==> src/tacl_defines.vh <==
// register map, field positions, reset values and coding constants of the alert logic
`ifndef TACL_DEFINES_VH
`define TACL_DEFINES_VH

// register pointer values
`define TACL_PTR_CAPAB 4'h0
`define TACL_PTR_CONFIG 4'h1
`define TACL_PTR_HIGH 4'h2
`define TACL_PTR_LOW 4'h3
`define TACL_PTR_CRIT 4'h4
`define TACL_PTR_TEMP 4'h5
`define TACL_PTR_RES 4'h9

// configuration field positions
`define TACL_CFG_LIMIT_HYSTERESIS_SEL_HI 10
`define TACL_CFG_LIMIT_HYSTERESIS_SEL_LO 9
`define TACL_CFG_PDOWN 8
`define TACL_CFG_CRIT_LOCK 7
`define TACL_CFG_WIN_LOCK 6
`define TACL_CFG_CLEAR 5
`define TACL_CFG_STS 4
`define TACL_CFG_ENABLE 3
`define TACL_CFG_CRIT_ONLY 2
`define TACL_CFG_POL 1
`define TACL_CFG_MODE 0

// reset values
`define TACL_CFG_RESET 16'h0000
`define TACL_LIMIT_RESET 11'h000
`define TACL_RES_RESET 2'h1
`define TACL_CAPAB_BASE 16'h00E7

// resolution codes
`define TACL_RES_9BIT 2'h0
`define TACL_RES_10BIT 2'h1
`define TACL_RES_11BIT 2'h2
`define TACL_RES_12BIT 2'h3

// hysteresis in quarter-degree steps for codes 01, 10, 11
`define TACL_LIMIT_HYSTERESIS_SEL_Q_1P5 5'h06
`define TACL_LIMIT_HYSTERESIS_SEL_Q_3 5'h0C
`define TACL_LIMIT_HYSTERESIS_SEL_Q_6 5'h18

`endif

==> src/tacl_alert_config.v <==
// configuration register, limit registers and alert output control of the thermal sensor
//
// Function
// (RULE_01) resolution code 00..11 selects 0.5, 0.25, 0.125, 0.0625 degree; 0.25 default
// (RULE_02) configuration bits 15..11 read zero, writes ignored; host writes zero
// (RULE_03) hysteresis bits 10..9 give none, 1.5, 3, 6 degrees on every limit
// (RULE_04) flag stays until temperature falls below threshold minus hysteresis; code clears high and critical flags at or below it
// (RULE_05) hysteresis field cannot change while any lock bit is set
// (RULE_06) power-down bit stops conversion updates and alerts; bus still answered
// (RULE_07) power-down cannot be set under a lock, clearing always allowed
// (RULE_08) critical lock bit 7 freezes critical limit, clears only at reset
// (RULE_09) window lock bit 6 freezes high and low limits, clears only at reset
// (RULE_10) clear bit 5 releases interrupt alert, self-clears, reads zero, comparator ignores
// (RULE_11) bit 4 reads one while alert output is asserted
// (RULE_12) bit 3 enables alert output; locked while any lock bit set
// (RULE_13) bit 2 limits alert to critical only; locked by window lock
// (RULE_14) bit 1 sets alert active level; locked while any lock set
// (RULE_15) bit 0 selects comparator or interrupt mode; locked while any lock set
// (RULE_16) temperatures are two's complement, bits 12..2 always defined
// (RULE_17) comparisons use bits 12..2; finer temperature bits remain readable
// (RULE_18) host should write limit bit 2 as zero at 9-bit resolution
// (RULE_19) critical alert holds until temperature at or below limit minus hysteresis
// (RULE_20) comparator mode alert follows any enabled active out-of-limit condition
`default_nettype none
`include "tacl_defines.vh"

module tacl_alert_config (
  input wire sys_clk_in,
  input wire rst_in,
  input wire [3:0] reg_ptr_in,
  input wire reg_wr_in,
  input wire [15:0] reg_wdata_in,
  output reg [15:0] reg_rdata_out,
  input wire temp_valid_in,
  input wire [12:0] temp_sample_in,
  output reg sensor_power_down_out,
  output reg alert_pin_out,
  output reg alert_oe_out
);

  // configuration fields
  reg [1:0] limit_hysteresis_sel_q;
  reg sensor_power_down_q;
  reg critical_limit_lock_q;
  reg window_lock_q;
  reg alert_enable_q;
  reg critical_only_select_q;
  reg alert_polarity_q;
  reg alert_mode_q;
  reg [1:0] resolution_code_q;

  // limits and temperature, limits hold bits 12..2 only
  reg [10:0] high_limit_q;
  reg [10:0] low_limit_q;
  reg [10:0] critical_limit_q;
  reg [12:0] temp_data_q;
  reg sample_q;

  // alert state
  reg irq_pending_q;
  reg alert_active_q;
  reg [2:0] flags_prev_q;

  wire any_lock;
  wire wr_cfg;
  wire [4:0] limit_hysteresis_sel_q4;
  wire take_sample;
  wire flag_high;
  wire flag_low;
  wire flag_crit;
  wire cond_any;
  wire new_cond;
  wire clear_req;
  wire alert_d;
  reg [12:0] temp_view;
  reg [15:0] rdata_d;

  assign any_lock = critical_limit_lock_q | window_lock_q;
  assign wr_cfg = reg_wr_in && (reg_ptr_in == `TACL_PTR_CONFIG);

  // hysteresis decode in quarter-degree units, matches limit lsb
  assign limit_hysteresis_sel_q4 = (limit_hysteresis_sel_q == 2'h1) ? `TACL_LIMIT_HYSTERESIS_SEL_Q_1P5 : // RULE_03
                   (limit_hysteresis_sel_q == 2'h2) ? `TACL_LIMIT_HYSTERESIS_SEL_Q_3 :
                   (limit_hysteresis_sel_q == 2'h3) ? `TACL_LIMIT_HYSTERESIS_SEL_Q_6 : 5'h00;

  // configuration register writes with lock gating; reserved bits never stored
  always @(posedge sys_clk_in) begin
    if (rst_in) begin
      limit_hysteresis_sel_q <= 2'h0;
      sensor_power_down_q <= 1'b0;
      critical_limit_lock_q <= 1'b0;
      window_lock_q <= 1'b0;
      alert_enable_q <= 1'b0;
      critical_only_select_q <= 1'b0;
      alert_polarity_q <= 1'b0;
      alert_mode_q <= 1'b0;
    end else if (wr_cfg) begin
      if (!any_lock) begin
        limit_hysteresis_sel_q <= reg_wdata_in[`TACL_CFG_LIMIT_HYSTERESIS_SEL_HI:`TACL_CFG_LIMIT_HYSTERESIS_SEL_LO]; // RULE_05
        alert_enable_q <= reg_wdata_in[`TACL_CFG_ENABLE]; // RULE_12
        alert_polarity_q <= reg_wdata_in[`TACL_CFG_POL]; // RULE_14
        alert_mode_q <= reg_wdata_in[`TACL_CFG_MODE]; // RULE_15
      end
      if (!window_lock_q)
        critical_only_select_q <= reg_wdata_in[`TACL_CFG_CRIT_ONLY]; // RULE_13
      // setting is refused under a lock, clearing always goes through
      if (!reg_wdata_in[`TACL_CFG_PDOWN])
        sensor_power_down_q <= 1'b0; // RULE_07
      else if (!any_lock)
        sensor_power_down_q <= 1'b1; // RULE_07
      // locks are set-only; only reset releases them
      if (reg_wdata_in[`TACL_CFG_CRIT_LOCK])
        critical_limit_lock_q <= 1'b1; // RULE_08
      if (reg_wdata_in[`TACL_CFG_WIN_LOCK])
        window_lock_q <= 1'b1; // RULE_09
    end
  end

  // limit registers keep bits 12..2, the others are dropped on write
  always @(posedge sys_clk_in) begin
    if (rst_in) begin
      high_limit_q <= `TACL_LIMIT_RESET;
      low_limit_q <= `TACL_LIMIT_RESET;
      critical_limit_q <= `TACL_LIMIT_RESET;
    end else if (reg_wr_in) begin
      if (reg_ptr_in == `TACL_PTR_HIGH && !window_lock_q)
        high_limit_q <= reg_wdata_in[12:2]; // RULE_09
      if (reg_ptr_in == `TACL_PTR_LOW && !window_lock_q)
        low_limit_q <= reg_wdata_in[12:2]; // RULE_09
      if (reg_ptr_in == `TACL_PTR_CRIT && !critical_limit_lock_q)
        critical_limit_q <= reg_wdata_in[12:2]; // RULE_08
    end
  end

  // resolution register, low two bits only
  always @(posedge sys_clk_in) begin
    if (rst_in)
      resolution_code_q <= `TACL_RES_RESET; // RULE_01
    else if (reg_wr_in && reg_ptr_in == `TACL_PTR_RES)
      resolution_code_q <= reg_wdata_in[1:0];
  end

  // samples are dropped while powered down, so data and flags freeze
  assign take_sample = temp_valid_in & ~sensor_power_down_q; // RULE_06

  always @(posedge sys_clk_in) begin
    if (rst_in) begin
      temp_data_q <= 13'h0000;
      sample_q <= 1'b0;
    end else begin
      sample_q <= take_sample;
      if (take_sample)
        temp_data_q <= temp_sample_in; // RULE_16
    end
  end

  // comparators see bits 12..2 only, one cycle after the data is stored
  tacl_limit_cmp #(.BELOW(0)) u_cmp_high (
    .sys_clk_in(sys_clk_in),
    .rst_in(rst_in),
    .sample_in(sample_q),
    .temp_in(temp_data_q[12:2]), // RULE_17
    .limit_in(high_limit_q),
    .limit_hysteresis_sel_in(limit_hysteresis_sel_q4),
    .flag_out(flag_high)
  );

  tacl_limit_cmp #(.BELOW(1)) u_cmp_low (
    .sys_clk_in(sys_clk_in),
    .rst_in(rst_in),
    .sample_in(sample_q),
    .temp_in(temp_data_q[12:2]), // RULE_17
    .limit_in(low_limit_q),
    .limit_hysteresis_sel_in(limit_hysteresis_sel_q4),
    .flag_out(flag_low)
  );

  tacl_limit_cmp #(.BELOW(0)) u_cmp_crit (
    .sys_clk_in(sys_clk_in),
    .rst_in(rst_in),
    .sample_in(sample_q),
    .temp_in(temp_data_q[12:2]), // RULE_17
    .limit_in(critical_limit_q),
    .limit_hysteresis_sel_in(limit_hysteresis_sel_q4),
    .flag_out(flag_crit)
  );

  // window excursions are masked when only the critical limit may alert
  assign cond_any = flag_crit | (~critical_only_select_q & (flag_high | flag_low)); // RULE_13

  // a newly raised enabled flag is a new interrupt condition
  assign new_cond = (flag_crit & ~flags_prev_q[2]) |
                    (~critical_only_select_q &
                     ((flag_high & ~flags_prev_q[1]) | (flag_low & ~flags_prev_q[0])));

  // clear only counts in interrupt mode; it is a strobe, never stored
  assign clear_req = wr_cfg & reg_wdata_in[`TACL_CFG_CLEAR] & alert_mode_q; // RULE_10

  always @(posedge sys_clk_in) begin
    if (rst_in)
      flags_prev_q <= 3'h0;
    else
      flags_prev_q <= {flag_crit, flag_high, flag_low};
  end

  // pending interrupt, a new condition wins over a clear in the same cycle
  always @(posedge sys_clk_in) begin
    if (rst_in)
      irq_pending_q <= 1'b0;
    else if (!alert_mode_q || sensor_power_down_q)
      irq_pending_q <= 1'b0;
    else if (new_cond)
      irq_pending_q <= 1'b1;
    else if (clear_req)
      irq_pending_q <= 1'b0; // RULE_10
  end

  // critical stays held in both modes until it drops out through hysteresis
  assign alert_d = alert_enable_q & ~sensor_power_down_q & // RULE_12
                   (alert_mode_q ? (irq_pending_q | flag_crit) : cond_any); // RULE_20 RULE_19

  // pin is released (not driven) when idle, so open-drain sharing stays safe
  always @(posedge sys_clk_in) begin
    if (rst_in) begin
      alert_active_q <= 1'b0;
      alert_pin_out <= 1'b1;
      alert_oe_out <= 1'b0;
    end else begin
      alert_active_q <= alert_d;
      alert_pin_out <= alert_polarity_q; // RULE_14
      alert_oe_out <= alert_d; // RULE_06
    end
  end

  // power-down state for the converter side, which owns the analog shutdown
  always @(posedge sys_clk_in) begin
    if (rst_in)
      sensor_power_down_out <= 1'b0;
    else
      sensor_power_down_out <= sensor_power_down_q; // RULE_06
  end

  // temperature view: bits finer than the resolution read as zero
  always @* begin
    temp_view = temp_data_q;
    case (resolution_code_q)
      `TACL_RES_9BIT: temp_view[2:0] = 3'h0; // RULE_01
      `TACL_RES_10BIT: temp_view[1:0] = 2'h0;
      `TACL_RES_11BIT: temp_view[0] = 1'b0;
      default: temp_view = temp_data_q;
    endcase
  end

  // read words, each laid out as the host sees it; unused bits stay zero
  wire [15:0] capab_word;
  wire [15:0] cfg_word;
  wire [15:0] high_word;
  wire [15:0] low_word;
  wire [15:0] crit_word;
  wire [15:0] temp_word;
  wire [15:0] res_word;

  assign capab_word = `TACL_CAPAB_BASE | {11'h000, resolution_code_q, 3'h0};
  // clear reads zero and the status bit mirrors the driven alert
  assign cfg_word = {5'h00, // RULE_02
                     limit_hysteresis_sel_q,
                     sensor_power_down_q,
                     critical_limit_lock_q,
                     window_lock_q,
                     1'b0, // RULE_10
                     alert_active_q, // RULE_11
                     alert_enable_q,
                     critical_only_select_q,
                     alert_polarity_q,
                     alert_mode_q};
  assign high_word = {3'h0, high_limit_q, 2'h0};
  assign low_word = {3'h0, low_limit_q, 2'h0};
  assign crit_word = {3'h0, critical_limit_q, 2'h0};
  // flags ride above the data so one read shows value and status together
  assign temp_word = {flag_crit, flag_high, flag_low, temp_view}; // RULE_17
  assign res_word = {14'h0000, resolution_code_q};

  // read mux, registered; unmapped pointers read zero
  always @* begin
    case (reg_ptr_in)
      `TACL_PTR_CAPAB: rdata_d = capab_word;
      `TACL_PTR_CONFIG: rdata_d = cfg_word;
      `TACL_PTR_HIGH: rdata_d = high_word;
      `TACL_PTR_LOW: rdata_d = low_word;
      `TACL_PTR_CRIT: rdata_d = crit_word;
      `TACL_PTR_TEMP: rdata_d = temp_word;
      `TACL_PTR_RES: rdata_d = res_word;
      default: rdata_d = 16'h0000;
    endcase
  end

  always @(posedge sys_clk_in) begin
    if (rst_in)
      reg_rdata_out <= 16'h0000;
    else
      reg_rdata_out <= rdata_d;
  end

endmodule

`default_nettype wire

==> src/tacl_limit_cmp.v <==
// one limit comparator with falling-edge hysteresis, compares bits 12..2 only
`default_nettype none

module tacl_limit_cmp #(
  parameter BELOW = 0
) (
  input wire sys_clk_in,
  input wire rst_in,
  input wire sample_in,
  input wire [10:0] temp_in,
  input wire [10:0] limit_in,
  input wire [4:0] limit_hysteresis_sel_in,
  output reg flag_out
);

  wire signed [12:0] temp_s;
  wire signed [12:0] limit_s;
  wire signed [12:0] limit_hysteresis_sel_s;
  wire signed [12:0] lower_s;
  reg flag_d;

  // sign extend so limit minus hysteresis cannot wrap
  assign temp_s = {{2{temp_in[10]}}, temp_in};
  assign limit_s = {{2{limit_in[10]}}, limit_in};
  assign limit_hysteresis_sel_s = {8'h00, limit_hysteresis_sel_in};
  assign lower_s = limit_s - limit_hysteresis_sel_s;

  // above: set past limit, clear at or below limit minus hysteresis
  // below: set under limit minus hysteresis, clear when limit is met again
  always @* begin
    flag_d = flag_out;
    if (sample_in) begin
      if (BELOW == 0) begin
        if (temp_s > limit_s)
          flag_d = 1'b1; // RULE_04
        else if (temp_s <= lower_s)
          flag_d = 1'b0; // RULE_19
      end else begin
        if (temp_s < lower_s)
          flag_d = 1'b1;
        else if (temp_s >= limit_s)
          flag_d = 1'b0; // RULE_04
      end
    end
  end

  always @(posedge sys_clk_in) begin
    if (rst_in)
      flag_out <= 1'b0;
    else
      flag_out <= flag_d;
  end

endmodule

`default_nettype wire

==> config.mk <==
export PLATFORM = sky130hd
export DESIGN_NAME = tacl_alert_config
export DESIGN_NICKNAME = d
export VERILOG_FILES = /design/src/tacl_alert_config.v /design/src/tacl_limit_cmp.v
export VERILOG_INCLUDE_DIRS = /design/src
export SDC_FILE = /design/constraint.sdc
export NUM_CORES = 1
export LEC_CHECK = 0
export BUFFER_PORTS_ARGS = -buffer_cell sky130_fd_sc_hd__buf_4
export CAP_MARGIN = 20
export CORE_ASPECT_RATIO = 1.4
export CORE_MARGIN = 5
export CORE_UTILIZATION = 46
export DETAILED_ROUTE_END_ITERATION = 10
export PLACE_DENSITY = 0.68
export SLEW_MARGIN = 20
export SYNTH_ARGS = -nofsm -noshare
export SYNTH_HDL_FRONTEND = slang
export SYNTH_SLANG_ARGS = --single-unit
==> constraint.sdc <==
create_clock -name sys_clk_in -period 3.6 [get_ports sys_clk_in]
set_clock_uncertainty 0.15 [all_clocks]
set_input_delay 0 -clock sys_clk_in [delete_from_list [all_inputs] [get_ports sys_clk_in]]
set_output_delay 0 -clock sys_clk_in [all_outputs]
set_load 0.01 [all_outputs]
# Word-level counts from Yosys, hierarchy flattened
# Cells that the tools add are included.
# Widths: inputs -> output; s select.
# classes
bitwise_logic,23
add_sub_neg,3
magnitude_cmp,6
muxes,18
n_eq_ne,12
n_reduce_logical,29
# ops
op,count
$pmux 16 s7,1
$sub 11x6->12,3
$le 11x12->1,2
$gt 11x11->1,2
$reduce_and 2->1,11
$mux 5,3
$mux 1,14
$lt 11x12->1,1
$ge 11x11->1,1
$and 1x1->1,10
$eq 4x2->1 const B,2
$eq 4x3->1 const B,2
$reduce_bool 2->1,4
$not 1->1,7
$eq 2x2->1 const B,3
$or 1x1->1,6
$logic_and 1x1->1,5
$eq 2x1->1 const B,2
$eq 4x1->1 const B,1
$eq 4x4->1 const B,1
$logic_not 4->1,1
$reduce_or 2->1,2
$logic_not 1->1,3
$reduce_or 3->1,1
3 further kinds,3
# totals
input_bits,37
output_inout_bits,19
elab_cells,114
reg_bits,84

# Logic depth before layout (Yosys ltp)
# logic_depth
ltp_word,8
mapped_depth,18
ltp_nobuf,18

# By module
# Synthesis repeated with hierarchy kept, for this count alone.
# hier_totals
hier_cells,729
hier_area_um2,6226.0
# by_module_without_submodules
module,instances,area_each_um2,cells_each
tacl_alert_config,1,3449.6,363
tacl_limit_cmp at u_cmp_crit ...,2,934.6,123
tacl_limit_cmp at u_cmp_low,1,907.1,120

# Least setup slack after synthesis
# OpenSTA, ideal clock, no wires.
# synth_path
path_type,reg-to-reg
from,register limit_hysteresis_sel_q[1]
to,register u_cmp_crit.flag_out
synth_period_minus_slack_ps,3652
stages_incl_launch_ff,17
path_slack_ps,-52
setup_time_ps,117
arrival_ps,3385
path_cell_list,dfxtp_1 -> inv_1 -> ha_1 -> ha_1 -> nor2b_1 -> o21ai_1 -> a21boi_1 -> or4_1 -> nor2b_1 -> xnor2_1 -> ha_1 -> and4_1 -> a221oi_1 -> o21ai_1 -> mux2i_1 -> o21ai_1 -> a22o_1
# synth_between
elab_chain_len,8
elab_cells_between_ends,10
# synth_rtl
element,line_no,text
from (decl),tacl_alert_config.v:42,reg [1:0] limit_hysteresis_sel_q;
from (signal assigned),tacl_alert_config.v:99,limit_hysteresis_sel_q <= reg_wdata_in[`TACL_CFG_LIMIT_HYSTERESIS_SEL_HI:`TACL_CFG_LIMIT_HYSTERESIS_SEL_LO];
$eq 2x2->1,tacl_alert_config.v:84,(limit_hysteresis_sel_q == 2'h3) ? `TACL_LIMIT_HYSTERESIS_SEL_Q_6 : 5'h00;
$mux 5,tacl_alert_config.v:84,
$mux 5,tacl_alert_config.v:83,(limit_hysteresis_sel_q == 2'h2) ? `TACL_LIMIT_HYSTERESIS_SEL_Q_3 :
$mux 5 (*),tacl_alert_config.v:82,assign limit_hysteresis_sel_q4 = (limit_hysteresis_sel_q == 2'h1) ? `TACL_LIMIT_HYSTERESIS_SEL_Q_1P5 :
$sub 11x6->12 (*),tacl_limit_cmp.v:26,assign lower_s = limit_s - limit_hysteresis_sel_s;
$le 11x12->1 (*),tacl_limit_cmp.v:36,else if (temp_s <= lower_s)
$reduce_bool 2->1 (no line) (*),--,
$reduce_and 2->1 (no line) (*),--,
to (signal assigned),tacl_limit_cmp.v:51,flag_out <= flag_d;
to (decl),tacl_limit_cmp.v:13,output reg flag_out
# Mark *: on every way between the ends. The rest lies on a longest branch, timed or not.
# A chain may end at the register's enable or synchronous reset.

# Final worst setup path
# layout_path
from,register limit_hysteresis_sel_q[0]
to,register u_cmp_crit.flag_out
# Same word-level chain as after synthesis.

==> impl_results.md <==
* P_int at 0.00177 W
* Area grow syn2layout at 25.0%
* Avg Vias per Cell at 5.92
* Worst setup EP type: register
* EDFF count, synth at 0
* Fmax at ~280 MHz
* Hold path endpoint: alert_enable_q
* Vias in the first global route at 5346
* Register area share after synthesis at 30.6%
* Max cap viols at 0
* Synthesized area per cell at between 8 and 9 um^2
* Antenna diodes at 0
* Mapped cell area at 5490 um^2
* Critical path's slowest cell: or4_4
* Share of flip-flops with an asynchronous set or reset at 0%
* Starting Density at 46.7%
* Filler cells at around 1100
* Initial detailed-routing violation count at 442
* Ys Warns at 0
* Clock power share at between 30% and 40%
* Grt total ovfl at 0
* Fin nets at 864
* CTS tree: built
* Post-Place Cell Area at just over 6000 um^2
* CP dominant cell by count: ha_1
* Setup TNS Final at 0 ps
* Pwr per Cell Area at between 300 and 400 nW/um^2
* Pre-CTS setup slack at -24.4 ps
* CTS clk-pin slew, worst paths at 60 ps
* Setup Crit Path Kind: reg2reg
* Multi-input gate area at approximately 3600 um^2
* Remaining antenna violation count after routing at 0
* Num rows at 47
* Peak VDD IR at 238 uV
* Startpoint types: register
* R2R Path Start: limit_hysteresis_sel_q[0]
* Vias at 5307
* Yosys reg bits at 84
* Logic pwr share at 20.0%
* Slew Viols, Final at 0
* Input/output buffers at 52
* Worst reg2reg path depth at 15
* Wire per inst at 19.4 um
* Gr usage total at 24.6%
* CP Cell Sequence: buf_4 > ha_1 > inv_2 > ha_1 > a21boi_2 > or4_4 > nor2_4 > xnor2_2 > ha_1 > and4_1 > a221oi_2 > o21ai_1 > mux2i_1 > o21ai_1 > a22o_1
* # DRC at 0
* Worst Slack Setup Final at about 87 ps
* Switch share at between 20 and 30%
* Clk buf depth at 2
* Clock sink count at 84
* GPL Wtd Cong at 0.967
* Synth Instances at 656
* Num CTS Buffers at 9
* Overall power at between 0.002 and 0.0025 W
* Switching power total at approximately 0.00070 W
* P_leak at 2.87 nW
* Crit-path max FO at 3
* First-pass GRT wire length at 27000 um
* Die width at 102 um
* Root Driver: clkbuf_16
* Post-detailed-routing wire length at 17400 um
* First-pass iteration count of the detailed router at 5
* Register area at around 1700 um^2
* Reg power frac at 40.4%
* Reg-to-Reg End: u_cmp_crit.flag_out
* Layout cells sized above 1 at 16.0%
* Syn nets at a little under 800
* Die ar. at 14300 um^2
* Netlist cell types at 58
* Slew headroom at 35.5%
* Final min period at 3510 ps
* R2R setup slack at 90 ps
* Design area at 6870 um^2
* Clk_lat worst skew at 340 ps
* RSZ-0062 raised after global routing: yes
* Hold_sp: rst_in
* Initial antenna violation count at 0
* Die Span Y at 139 um
* Period utilization at 97.6%
* CP arrival at 3600 ps
* Hold path depth at 2
* Top_reg_cell synth: dfxtp_1
* Tightest Pin Transition at 966 ps
* Critical path required time at roughly 3700 ps
* Largest net degree at the start of global routing at 69
* Fin. Hold Viols at 0
* DPL Wire Length at about 13000 um
* Count of final setup violators at 0
* Core area at 11800 um^2
* Tightest Hold Check Type: in2reg
* CP peak stage delay at 520 ps
* Ports at 56
* H-tree levels at 3
* Status: completed
-- cells in the mapped netlist (2+ instances only) --
library cell | instances | share of area (%)
nor2_1 | 41 | 2.8
a2111oi_0 | 2 | 0.32
a21boi_1 | 2 | 0.27
inv_1 | 45 | 3.1
o21ai_1 | 5 | 0.46
a22oi_1 | 16 | 2.2
nor4b_1 | 3 | 0.48
a21oi_1 | 73 | 6.7
nor3_1 | 10 | 0.91
nor4_1 | 3 | 0.34
nand2_1 | 69 | 4.7
ha_1 | 80 | 18
a222oi_1 | 5 | 0.91
a221oi_1 | 3 | 0.48
nor3b_1 | 2 | 0.27
inv_2 | 2 | 0.14
nand4_1 | 12 | 1.4
nand3_1 | 30 | 2.7
a41oi_1 | 2 | 0.32
nor4_2 | 3 | 0.68
buf_2 | 8 | 0.73
a21o_1 | 14 | 1.9
xnor2_1 | 23 | 3.7
fa_1 | 2 | 0.73
clkbuf_1 | 15 | 1.0
mux2i_1 | 17 | 3.1
and4_1 | 2 | 0.32
xor2_1 | 2 | 0.32
a31oi_1 | 9 | 1.0
and3_1 | 5 | 0.57
dfxtp_1 | 84 | 31
nor2b_1 | 12 | 1.4
o21ai_0 | 7 | 0.64
buf_4 | 2 | 0.27
o211ai_1 | 6 | 0.82
o21bai_1 | 3 | 0.41
nand2b_1 | 10 | 1.1
a211oi_1 | 3 | 0.41
o22ai_1 | 3 | 0.34
nand3b_1 | 3 | 0.41
-- state kept, by name, summed over array words and instances, names as in the netlist, 2 cells and up --
name,cells
limit_hysteresis_sel_q,2
low_limit_q,11
reg_rdata_out,16
high_limit_q,11
critical_limit_q,11
flags_prev_q,3
resolution_code_q,2
temp_data_q,13
-- power groups by stage --
stage | Clock, W | Combinational [W] | Sequential [W]
after CTS | 0.000985 | 0.000466 | 0.000996
after global routing | 0.00102 | 0.000545 | 0.000999
final | 0.000977 | 0.000493 | 0.000997
after floorplan | 0 | 0.000300 | 0.000996
after detailed placement | 0 | 0.000436 | 0.00102
after global placement | 0 | 0.000419 | 0.00102
-- stage by stage --
stage	hold slack (ps)	std cells	util [%]
2_1_floorplan	-14.0	656	-
3_3_place_gp	98.1	845	51.7
3_5_place_dp	99.1	845	51.7
4_1_cts	30.3	894	57.2
5_1_grt	66.5	897	58.4
6_report	39.1	897	58.4
-- cell usage in the layout, fill, tap and decap left out, types with 17 or more instances in the layout --
master         synthesis  routed
xnor2_1               23      21
nor2_1                41      40
a21oi_1               73      72
ha_1                  80      77
nand3_1               30      29
nand2_1               69      69
inv_1                 45      43
mux2i_1               17      17
dlygate4sd3_1          0      33
dfxtp_1               84      82
buf_4                  2      71
-- cell type report --
class / count / share of cell area [%]
repair buffers: 104 / 12.6
inverters: 48 / 2.62
clock inverters: 5 / 0.929
multi-input cells: 498 / 53.0
flip-flops and latches: 84 / 24.5
clock buffers: 11 / 3.68
well taps: 147 / 2.68
-- worst max-delay path, delay by kind of cell (launching register included) --
family          cells  cell delay, ps
simple gates        3             880
buf+inv             2             230
flops               1             330
mux                 1             150
xor+xnor            1              70
compound gates      5             820
fa+ha+maj           3             780
-- timing repair --
item / in CTS / in global routing
gates resized for setup: 1 / 24
endpoints found under the hold margin: 62 / 0
setup endpoints to repair: 1 / 3
buffers inserted: 0 / 2
pin swaps: 3 / 12
hold buffers: 33 / 0
-- routing by layer --
layer  part of all wire [%]  wire length [um]  global-route usage, %  up-vias
met2                     49              8590                   41.9      191
met5                      0                 0                      0        -
li1                       -                 -                      -     2541
met4                    6.1              1050                   13.7        0
met1                     39              6820                   28.9     2520
met3                    5.3               924                   3.91       55
-- worst max path at each step --
stage,from,endpoint,slack [ps],cells past startpoint
3_3_place_gp,limit_hysteresis_sel_q[1],u_cmp_crit.flag_out,90,16
4_1_cts,limit_hysteresis_sel_q[1],u_cmp_crit.flag_out,6,16
5_1_grt,limit_hysteresis_sel_q[1],u_cmp_crit.flag_out,-60,16
2_1_floorplan,limit_hysteresis_sel_q[1],u_cmp_crit.flag_out,90,16
6_report,limit_hysteresis_sel_q[0],u_cmp_crit.flag_out,90,15
3_5_place_dp,limit_hysteresis_sel_q[1],u_cmp_crit.flag_out,-20,17
-- kinds of logic (layout without fill, tap and decap cells) --
kind of cell | Yosys count | in the layout | share of synthesized area [%]
and+or+nand+nor | 212 | 212 | 19.4
AOI/OAI and AO/OA | 161 | 161 | 18.4
DFF | 84 | 84 | 30.6
adders and majority gates | 83 | 83 | 19.2
buffers and inverters | 74 | 168 | 5.38
xor gates and xnor gates | 25 | 25 | 3.99
muxes | 17 | 17 | 3.10
Note: power is estimated with default switching activity, not from simulation.
